### src/shared/slpr_pkg.sv
// slpr_pkg: constants and types of the serial load port and phase resync timer
// assumes a 100 MHz system clock and AXI4-Lite with 32-bit data
package slpr_pkg;
  localparam int WORD_W        = 29;
  localparam int SEL_W         = 3;
  localparam int FIELD_W       = 12;
  localparam int NUM_LATCH     = 8;
  // latch selector bits of the shifted word
  localparam int SEL_LSB       = 0;
  // word indices
  localparam logic [2:0] IDX_FREQ  = 3'h0;
  localparam logic [2:0] IDX_MOD   = 3'h1;
  localparam logic [2:0] IDX_FUNC  = 3'h3;
  localparam logic [2:0] IDX_SYNC  = 3'h4;
  // field positions
  localparam int MODE_LSB      = 19;
  localparam int DIV_LSB       = 7;
  localparam int MODULUS_LSB   = 3;
  localparam int PHASE_LSB     = 15;
  localparam int RESEED_BIT    = 14;
  localparam logic [1:0] MODE_RESYNC = 2'h2;
  // resync counts the second pulse after a frequency load
  localparam logic [1:0] ALIGN_PULSE = 2'h2;
  // register offsets (byte addresses)
  localparam logic [7:0] OFS_CTRL   = 8'h00;
  localparam logic [7:0] OFS_STATUS = 8'h04;
  localparam logic [7:0] OFS_PULSES = 8'h08;
  localparam logic [7:0] OFS_PHASE  = 8'h0c;
  localparam logic [7:0] OFS_LATCH0 = 8'h20;
  localparam logic [31:0] CTRL_RST  = 32'h0000_0001;
  localparam logic [WORD_W-1:0] LATCH_RST = 29'h0;
  localparam logic [1:0] RESP_OKAY   = 2'h0;
  localparam logic [1:0] RESP_DECERR = 2'h3;

  typedef struct packed {
    logic [1:0]         mode;
    logic [FIELD_W-1:0] div;
    logic [FIELD_W-1:0] modulus;
    logic [FIELD_W-1:0] phase;
    logic               reseed_n;
  } slpr_fields_t;

  typedef struct packed {
    logic ser_clk;
    logic ser_data;
    logic latch_strobe;
    logic ref_clk;
  } slpr_pins_t;
endpackage

### src/hdl/slpr_top.sv
// slpr_top: serial load port, control latches, phase resync timer, AXI4-Lite slave
// assumes serial pins and the reference clock are asynchronous to clk
//
// Design decisions made here: the register offsets and register access over AXI4-Lite.
`timescale 1ns/10ps

// Summary of operation
// - resync runs only when mode bits 20:19 of control word four read 1,0.
// - while enabled and CTRL bit 0 is set, a sync pulse fires every divider times modulus reference periods.
// - the divider is the 12-bit field at bits 18:7 of control word four, 1 to 4095.
// - the modulus is the 12-bit field at bits 14:3 of the modulus control word.
// - the second sync pulse after a frequency-load strobe realigns the output phase.
// - the phase word sets the output offset in steps of 360 degrees over the modulus.
// - one data bit shifts into the 29-bit input register per serial clock rising edge.
// - a latch strobe rising edge moves the input register into the latch it selects.
// - with the reseed bit 14 of word three at zero, each word zero write reseeds the modulator.
module slpr_top
  import slpr_pkg::*;
(
  input  wire logic                        clk,
  input  wire logic                        reset,
  input  wire slpr_pkg::slpr_pins_t        pins,
  output logic                             sync_pulse,
  output logic                             realign_pulse,
  output logic                             reseed_pulse,
  output logic [slpr_pkg::FIELD_W-1:0]     phase_offset,
  output logic [slpr_pkg::FIELD_W-1:0]     modulus_out,
  input  wire logic [7:0]                  s_axi_awaddr,
  input  wire logic                        s_axi_awvalid,
  output logic                             s_axi_awready,
  input  wire logic [31:0]                 s_axi_wdata,
  input  wire logic [3:0]                  s_axi_wstrb,
  input  wire logic                        s_axi_wvalid,
  output logic                             s_axi_wready,
  output logic [1:0]                       s_axi_bresp,
  output logic                             s_axi_bvalid,
  input  wire logic                        s_axi_bready,
  input  wire logic [7:0]                  s_axi_araddr,
  input  wire logic                        s_axi_arvalid,
  output logic                             s_axi_arready,
  output logic [31:0]                      s_axi_rdata,
  output logic [1:0]                       s_axi_rresp,
  output logic                             s_axi_rvalid,
  input  wire logic                        s_axi_rready
);
  import slpr_pkg::*;

  function automatic logic [FIELD_W-1:0] fld(input logic [WORD_W-1:0] w, input int lsb);
    fld = FIELD_W'(w >> lsb);
  endfunction

  // two-flop synchronisers
  slpr_pins_t          pin_s1_r;
  slpr_pins_t          pin_s2_r;
  slpr_pins_t          pin_d_r;

  always_ff @(posedge clk or posedge reset) begin
    if (reset) begin
      pin_s1_r <= '0;
      pin_s2_r <= '0;
      pin_d_r  <= '0;
    end else begin
      pin_s1_r <= pins;
      pin_s2_r <= pin_s1_r;
      pin_d_r  <= pin_s2_r;
    end
  end

  logic                sclk_rise;
  logic                strobe_rise;
  logic                ref_rise;
  assign sclk_rise   = pin_s2_r.ser_clk & ~pin_d_r.ser_clk;
  assign strobe_rise = pin_s2_r.latch_strobe & ~pin_d_r.latch_strobe;
  assign ref_rise    = pin_s2_r.ref_clk & ~pin_d_r.ref_clk;

  // input shift register
  logic [WORD_W-1:0]   shift_r;

  always_ff @(posedge clk or posedge reset) begin
    if (reset)
      shift_r <= LATCH_RST;
    else if (sclk_rise)
      shift_r <= {shift_r[WORD_W-2:0], pin_s2_r.ser_data};
  end

  // control latches
  logic [WORD_W-1:0]   latch_r [NUM_LATCH];
  logic [SEL_W-1:0]    sel;
  logic                freq_load;
  assign sel       = shift_r[SEL_LSB +: SEL_W];
  assign freq_load = strobe_rise && sel == IDX_FREQ;

  always_ff @(posedge clk or posedge reset) begin
    if (reset) begin
      for (int i = 0; i < NUM_LATCH; i++)
        latch_r[i] <= LATCH_RST;
    end else if (strobe_rise) begin
      latch_r[sel] <= shift_r;
    end
  end

  slpr_fields_t        f;
  always_comb begin
    f.mode     = latch_r[IDX_SYNC][MODE_LSB +: 2];
    f.div      = fld(latch_r[IDX_SYNC], DIV_LSB);
    f.modulus  = fld(latch_r[IDX_MOD], MODULUS_LSB);
    f.phase    = fld(latch_r[IDX_MOD], PHASE_LSB);
    f.reseed_n = latch_r[IDX_FUNC][RESEED_BIT];
  end

  logic                resync_en;
  assign resync_en = f.mode == MODE_RESYNC;

  // resync timer
  logic [2*FIELD_W-1:0] period_r;
  logic [2*FIELD_W-1:0] tcnt_r;
  logic [1:0]           seen_r;
  logic [31:0]          ctrl_r;
  logic [31:0]          pulses_r;
  logic                 tick;

  always_ff @(posedge clk or posedge reset) begin
    if (reset)
      period_r <= '0;
    else
      period_r <= f.div * f.modulus;
  end

  assign tick = resync_en && ref_rise && period_r != '0 && tcnt_r >= period_r - 1'b1;

  always_ff @(posedge clk or posedge reset) begin
    if (reset)
      tcnt_r <= '0;
    else if (freq_load || !resync_en || tick)
      tcnt_r <= '0;
    else if (ref_rise)
      tcnt_r <= tcnt_r + 1'b1;
  end

  always_ff @(posedge clk or posedge reset) begin
    if (reset)
      seen_r <= ALIGN_PULSE;
    else if (freq_load)
      seen_r <= '0;
    else if (tick && seen_r != ALIGN_PULSE)
      seen_r <= seen_r + 1'b1;
  end

  always_ff @(posedge clk or posedge reset) begin
    if (reset) begin
      sync_pulse    <= 1'b0;
      realign_pulse <= 1'b0;
      phase_offset  <= '0;
    end else begin
      sync_pulse    <= tick & ctrl_r[0];
      realign_pulse <= tick && seen_r == ALIGN_PULSE - 1'b1;
      if (tick && seen_r == ALIGN_PULSE - 1'b1)
        phase_offset <= f.phase;
    end
  end

  always_ff @(posedge clk or posedge reset) begin
    if (reset)
      pulses_r <= '0;
    else if (tick)
      pulses_r <= pulses_r + 1'b1;
  end

  // reseed and modulus outputs
  always_ff @(posedge clk or posedge reset) begin
    if (reset) begin
      reseed_pulse <= 1'b0;
      modulus_out  <= '0;
    end else begin
      reseed_pulse <= freq_load & ~f.reseed_n;
      modulus_out  <= f.modulus;
    end
  end

  // axi4-lite write channel
  logic                aw_held_r;
  logic                w_held_r;
  logic [7:0]          awaddr_r;
  logic [31:0]         wdata_r;
  logic [3:0]          wstrb_r;
  logic                do_write;
  assign do_write = aw_held_r && w_held_r && !s_axi_bvalid;

  always_ff @(posedge clk or posedge reset) begin
    if (reset) begin
      aw_held_r     <= 1'b0;
      w_held_r      <= 1'b0;
      awaddr_r      <= '0;
      wdata_r       <= '0;
      wstrb_r       <= '0;
      s_axi_awready <= 1'b0;
      s_axi_wready  <= 1'b0;
      s_axi_bvalid  <= 1'b0;
      s_axi_bresp   <= RESP_OKAY;
    end else begin
      s_axi_awready <= !aw_held_r && !(s_axi_awvalid && s_axi_awready);
      s_axi_wready  <= !w_held_r && !(s_axi_wvalid && s_axi_wready);
      if (s_axi_awvalid && s_axi_awready) begin
        aw_held_r <= 1'b1;
        awaddr_r  <= s_axi_awaddr;
      end
      if (s_axi_wvalid && s_axi_wready) begin
        w_held_r <= 1'b1;
        wdata_r  <= s_axi_wdata;
        wstrb_r  <= s_axi_wstrb;
      end
      if (do_write) begin
        aw_held_r    <= 1'b0;
        w_held_r     <= 1'b0;
        s_axi_bvalid <= 1'b1;
        s_axi_bresp  <= (awaddr_r == OFS_CTRL) ? RESP_OKAY : RESP_DECERR;
      end else if (s_axi_bvalid && s_axi_bready) begin
        s_axi_bvalid <= 1'b0;
      end
    end
  end

  always_ff @(posedge clk or posedge reset) begin
    if (reset)
      ctrl_r <= CTRL_RST;
    else if (do_write && awaddr_r == OFS_CTRL) begin
      for (int b = 0; b < 4; b++)
        if (wstrb_r[b])
          ctrl_r[8*b +: 8] <= wdata_r[8*b +: 8];
    end
  end

  // axi4-lite read channel
  logic [31:0]         rd_data;
  logic                rd_hit;
  always_comb begin
    rd_hit  = 1'b1;
    rd_data = '0;
    case (s_axi_araddr)
      OFS_CTRL:   rd_data = ctrl_r;
      OFS_STATUS: rd_data = {29'h0, seen_r, resync_en};
      OFS_PULSES: rd_data = pulses_r;
      OFS_PHASE:  rd_data = {20'h0, phase_offset};
      default: begin
        if (s_axi_araddr >= OFS_LATCH0 && s_axi_araddr < OFS_LATCH0 + 8'(4 * NUM_LATCH)
            && s_axi_araddr[1:0] == 2'h0)
          rd_data = {3'h0, latch_r[SEL_W'((s_axi_araddr - OFS_LATCH0) >> 2)]};
        else
          rd_hit = 1'b0;
      end
    endcase
  end

  always_ff @(posedge clk or posedge reset) begin
    if (reset) begin
      s_axi_arready <= 1'b0;
      s_axi_rvalid  <= 1'b0;
      s_axi_rdata   <= '0;
      s_axi_rresp   <= RESP_OKAY;
    end else begin
      s_axi_arready <= !s_axi_rvalid && !(s_axi_arvalid && s_axi_arready);
      if (s_axi_arvalid && s_axi_arready) begin
        s_axi_rvalid <= 1'b1;
        s_axi_rdata  <= rd_data;
        s_axi_rresp  <= rd_hit ? RESP_OKAY : RESP_DECERR;
      end else if (s_axi_rvalid && s_axi_rready) begin
        s_axi_rvalid <= 1'b0;
      end
    end
  end
endmodule

### config.mk
export PLATFORM = sky130hd
export DESIGN_NAME = slpr_top
export DESIGN_NICKNAME = d
export VERILOG_FILES = /design/src/shared/slpr_pkg.sv /design/src/hdl/slpr_top.sv
export SDC_FILE = /design/constraint.sdc
export NUM_CORES = 1
export LEC_CHECK = 0
export BUFFER_PORTS_ARGS = -buffer_cell sky130_fd_sc_hd__buf_2
export CORE_ASPECT_RATIO = 1.5
export CORE_MARGIN = 4
export CORE_UTILIZATION = 56
export CTS_BUF_LIST = sky130_fd_sc_hd__clkbuf_16
export DETAILED_ROUTE_END_ITERATION = 16
export PLACE_DENSITY = 0.76
export RECOVER_POWER = 100
export SLEW_MARGIN = 30
export SYNTH_ARGS = -nofsm -noshare
export SYNTH_HDL_FRONTEND = slang
export SYNTH_SLANG_ARGS = --single-unit
### constraint.sdc
create_clock -name clk -period 16 [get_ports clk]
set_input_delay 3.2 -clock clk [delete_from_list [all_inputs] [get_ports clk]]
set_output_delay 3.2 -clock clk [all_outputs]
set_load 0.01 [all_outputs]
# After elaboration in Yosys (flattened, before gate mapping)
# Cells that the tools add are included.
# totals
reg_bits	500
inputBits	63
output_inout_bits	68
elab_cells	145
# op_classes
add_sub_neg	5
n_mul	1
n_lt_le_gt_ge	6
n_eq_ne	6
n_mux	24
bitwise	11
reduce_logical	46
# op_table
op	n
232-bit bitwise mux	1
32-bit case mux with 4 select lines	1
29-bit 2-to-1 mux	4
29-bit binary-select mux with 3-bit select	1
29-bit demux with 3-bit select	1
24-bit 2-to-1 mux	2
32-bit by 1-bit adder with 32-bit output, second input constant	1
24-bit by 1-bit adder with 24-bit output, second input constant	1
24-bit >= comparator	1
12-bit by 12-bit multiplier with 24-bit output	1
24-bit nonzero test	1
24-bit by 1-bit subtractor with 24-bit output, second input constant	1
1-bit logical AND	20
8-bit by 4-bit equality test with 1-bit output, second input constant	2
8-bit zero test	2
2-bit nonzero test	6
1-bit 2-to-1 mux	10
8-bit by 3-bit equality test with 1-bit output, second input constant	1
4-bit >= comparator, second input constant	2
8-bit by 6-bit >= comparator with 1-bit output, second input constant	1
1-bit zero test	8
8-bit by 7-bit less-than comparator with 1-bit output, second input constant	1
2-bit 2-to-1 mux	4
3-bit NOT with 4-bit output	2
13 further kinds	24

# Logic depth before layout (Yosys ltp)
# depth
ltp_word	8
mapped_depth	20

# Worst setup path after synthesis
# OpenSTA, ideal clock, no wires.
# synth_path
path_kind	input to register
from	input port s_axi_araddr[2]
to	register s_axi_rdata[24]
arrival_time_ps	5161
required_time_ps	15864
setup_slack_ps	10703
cell_stages	6
path_cell_list	buf_2 > buf_1 > mux4_2 > mux2_2 > a222oi_1 > o21ai_0
# synth_via
elab_chain_len	7
word_cells_on_any_way	15
cone_classes	add/sub (1); order compare (2); eq/ne (3); mux (5); bitwise (1); reduce/logical (3)
# synth_lines
element	line_no	text
start: declaration	slpr_top.sv:38	input wire logic [7:0] s_axi_araddr,
5-bit by 1-bit subtractor with 5-bit output	slpr_top.sv:247	rd_data = {3'h0, latch_r[SEL_W'((s_axi_araddr - OFS_LATCH0) >> 2)]};
3-bit NOT with 4-bit output (implied by the code)	slpr_top.sv:247	
29-bit binary-select mux with 3-bit select	slpr_top.sv:247	
29-bit 2-to-1 mux (implied by the code) (2 in a row)	slpr_top.sv:247	
29-bit 2-to-1 mux	slpr_top.sv:245	if (s_axi_araddr >= OFS_LATCH0 && s_axi_araddr < OFS_LATCH0 + 8'(4 * NUM_LATCH)
32-bit case mux with 4 select lines *	slpr_top.sv:239	case (s_axi_araddr)
end signal: assignment	slpr_top.sv:264	s_axi_rdata <= rd_data;
end: declaration	slpr_top.sv:41	output logic [31:0] s_axi_rdata,
# Every way passes the cells marked *; elsewhere a longest branch is shown, timed or not. The select of a mux whose other input is x is not followed.
# A chain may end at the register's enable or synchronous reset.

# Worst setup path in the final report
# layout_path
from	input port s_axi_araddr[2]
to	register s_axi_rdata[18]
# The elaborated chain is that of the path after synthesis.

==> impl_metrics.ini <==
[outcome]
status = complete, but fails checks
violations = max-capacitance violations, max-slew violations

[final_layout]
n_fill_cell = 3622
regArea_um2 = 12460
synthToLayoutAreaGrowth_pct = 9.503
diodes = 0
fin_area_um2 = 28890
final_util_pct = 62.00
drive_gt1_share_pct = 25.30
nNetsFinal = 2420
multi_input_area_um2 = 12830

[drt]
drtIter0Drc = 1097
dr.pass1.iters = 7
vias = 16790
antenna_left = 0
drt-total-wl_um = 62890
drc_errors = 0
wl_per_cell_um = 22.49
routed_via_density = 6.005

[cts]
cts_buffers = 47
cts.clk_slew.worst_paths_ps = 70
clkLatencyLatePin_ps = 580
clk_path_buf_depth = 3
cts_num_sinks = 498
cts-root-buf = clkbuf_16
cts_max_level = 2
hold_buffers = 0
cts_resized = 0
cts_setup_buffers = 0
cts_tree = built

[hold_path]
worstHoldStart = pin_s1_r[0]
worstHoldPathType = flip-flop to flip-flop

[timing]
rsz0062_at_grt = no
finClkSkew_ps = 27.64
finalCriticalPeriod_ps = 8130
hold_viol_final = 0
setup_tns_ps = 0
fin_crit_sh_pct = 50.81
hold_ws_ps = 347.8
slew_headroom_pct = -190.3
max_slew.worst_pin.slew_ps = 4354
fmax_mhz = 123.0
setup_viol = 0
slew_violations = 605
worst_slack_ps = 7870

[synth]
synthMostInstantiatedCell = dfrtp_1
ys.flop_type = dfrtp_1
synthTopCellsByCount = dfrtp_1, mux2_2, nand2_1
yosys_warnings = 0
synth_seq_cells = 498
syn_area_per_cell_um2 = 12.61
synth.distinct_cells = 68
syn-instance-count = 2092
synth.top_cells.by_area = dfrtp_1, mux2_2, fa_1
synth_top_area_share_pct = 47.04
ys_seq_area_share_pct = 47.24
synth_edf_count = 0
syn-num-nets = 2347
synth_top_cell_by_area = dfrtp_1
synthArstFlopShare_pct = 100.0
synth_area_um2 = 26390

[die]
design.die.area_um2 = 50720
fp.dieW_um = 185.2
row_count = 97
ioPinCount = 131
core_um2 = 46600
die_y_um = 273.8
initial_core_util_pct = 56.62

[placed_design]
gp_congestion = 0.8582
dpl.hpwl_um = 42690
dp_slack_ps = 10070
place_area_um2 = 27480
portBuffers = 130

[power]
clkPwrFrac_pct = 30.3
ir_drop_uv = 118.6
seqPwrFrac_pct = 47.2
power.share.combinational_pct = 22.5
power.switching_mw = 1.175
p_int_mw = 2.535
power.share.switching_pct = 31.66
power_density_nw_per_um2 = 128.4
power.leakage_nw = 14.26

[setup_path]
cp_slowest_stage_delay_ps = 2900
crit_path_end_kind = flip-flop
cp-startpoint = s_axi_araddr[2]
slowest_stage = clkbuf_1
critical_path_class = input pin to flip-flop
r2r_start = period_r[7]
worst-path-max-fanout = 59
critPathTopFamily = buffers and inverters
crit_top_cell = clkbuf_1
crit_required_ps = 16390
path_cells = clkbuf_1, clkbuf_1, mux4_2, mux2_1, a222oi_1, o21ai_0
critPathBufInv = 2
arrival_ps = 8520
critPathLaunchType = input pin

[global_routing]
grt_pass1_vias = 18120
track_usage_pct = 25.03
overflow = 0
grt_max_degree = 202
grt_pass1_wl_um = 99340
antenna_found_initial = 0

[run]
drv_cap = 15
power groups by stage:
stage	clock, mW	sequential [mW]	combinational (mW)
after floorplan	0	1.62	0.688
after global placement	0	1.75	0.813
after detailed placement	0	1.77	0.853
after CTS	1.15	1.75	0.858
after global routing	1.20	1.78	0.933
final	1.12	1.75	0.836
path summary, 6_finish.rpt:
kind	to	slack [ps]	depth (start not counted)
max in group asynchronous	latch_r[214]	8170	4
worst min register to register	pin_s2_r[0]	350	0
worst min-delay path	pin_s2_r[0]	350	0
worst max-delay path	s_axi_rdata[18]	7870	6
min in group asynchronous	modulus_out[10]	2760	2
worst max register to register	tcnt_r[16]	9970	14
worst reg2reg max path, cell delays in order (launching register included):
cell	delay (ps)
dfrtp_1	430
nor4_1	430
nor2b_1	280
nand4b_1	320
or3_1	510
nor3_1	210
xnor2_1	110
ha_1	310
nand4_1	100
or2_2	330
o31ai_1	440
a211oi_4	80
clkbuf_1	530
o211ai_1	1610
nor2_1	160
through the flow:
| step | instances | power, mW |
|---|---|---|
| after global placement | 2705 | 2.568 |
| final | 2796 | 3.710 |
| after global routing | 2796 | 3.907 |
| after floorplan | 2092 | 2.306 |
| after CTS | 2791 | 3.751 |
| after detailed placement | 2705 | 2.623 |
kinds of logic (layout without fill, tap and decap cells):
family / after synthesis / in the layout / synth area share [%]
and+or+nand+nor: 476 / 476 / 9.185
xor gates and xnor gates: 89 / 89 / 2.954
muxes: 427 / 427 / 20.90
buffers and inverters: 275 / 385 / 4.026
DFF: 498 / 498 / 47.24
adders and majority gates: 192 / 192 / 11.95
AOI/OAI and AO/OA: 135 / 135 / 3.741
layout by cell type (no fill, tap or decap), drive strengths merged, types with 23 or more instances in the layout:
cell    Yosys  layout
dfrtp     496     496
mux2      355     355
inv       146     153
nand2     150     150
clkbuf     81     132
fa        100     100
ha         92      92
nor2       90      90
and2       77      77
buf        48      68
mux4       61      61
xor2       49      49
o21ai      41      41
xnor2      40      40
nand3      23      23
layer usage:
layer  GRT usage, %  up-vias  routed length (um)
met5              0        -                   0
met2          44.93      461               33610
met4          11.46        0                3372
met1          29.73     8796               23040
li1               -     7372                   -
met3          3.217      160                2871
sequential cells by signal (all words and copies together), names as in the netlist, 2 cells and up:
register / flops
pulses_r: 32
shift_r: 29
period_r: 24
phase_offset: 12
wdata_r: 32
pin_s2_r: 4
pin_d_r: 3
ctrl_r: 32
pin_s1_r: 4
f: 39
seen_r: 2
modulus_out: 12
wstrb_r: 4
awaddr_r: 8
tcnt_r: 24
s_axi_rdata: 32
latch_r: 193
layout make-up:
type / count / share of cell area (%)
multi-input combinational: 1319 / 44.40
sequential: 498 / 43.14
clock buffer: 47 / 4.071
timing repair buffer: 153 / 2.633
tap: 594 / 2.572
inverter: 146 / 1.901
clock inverter: 39 / 1.282
Note: power is estimated with default switching activity, not from simulation.
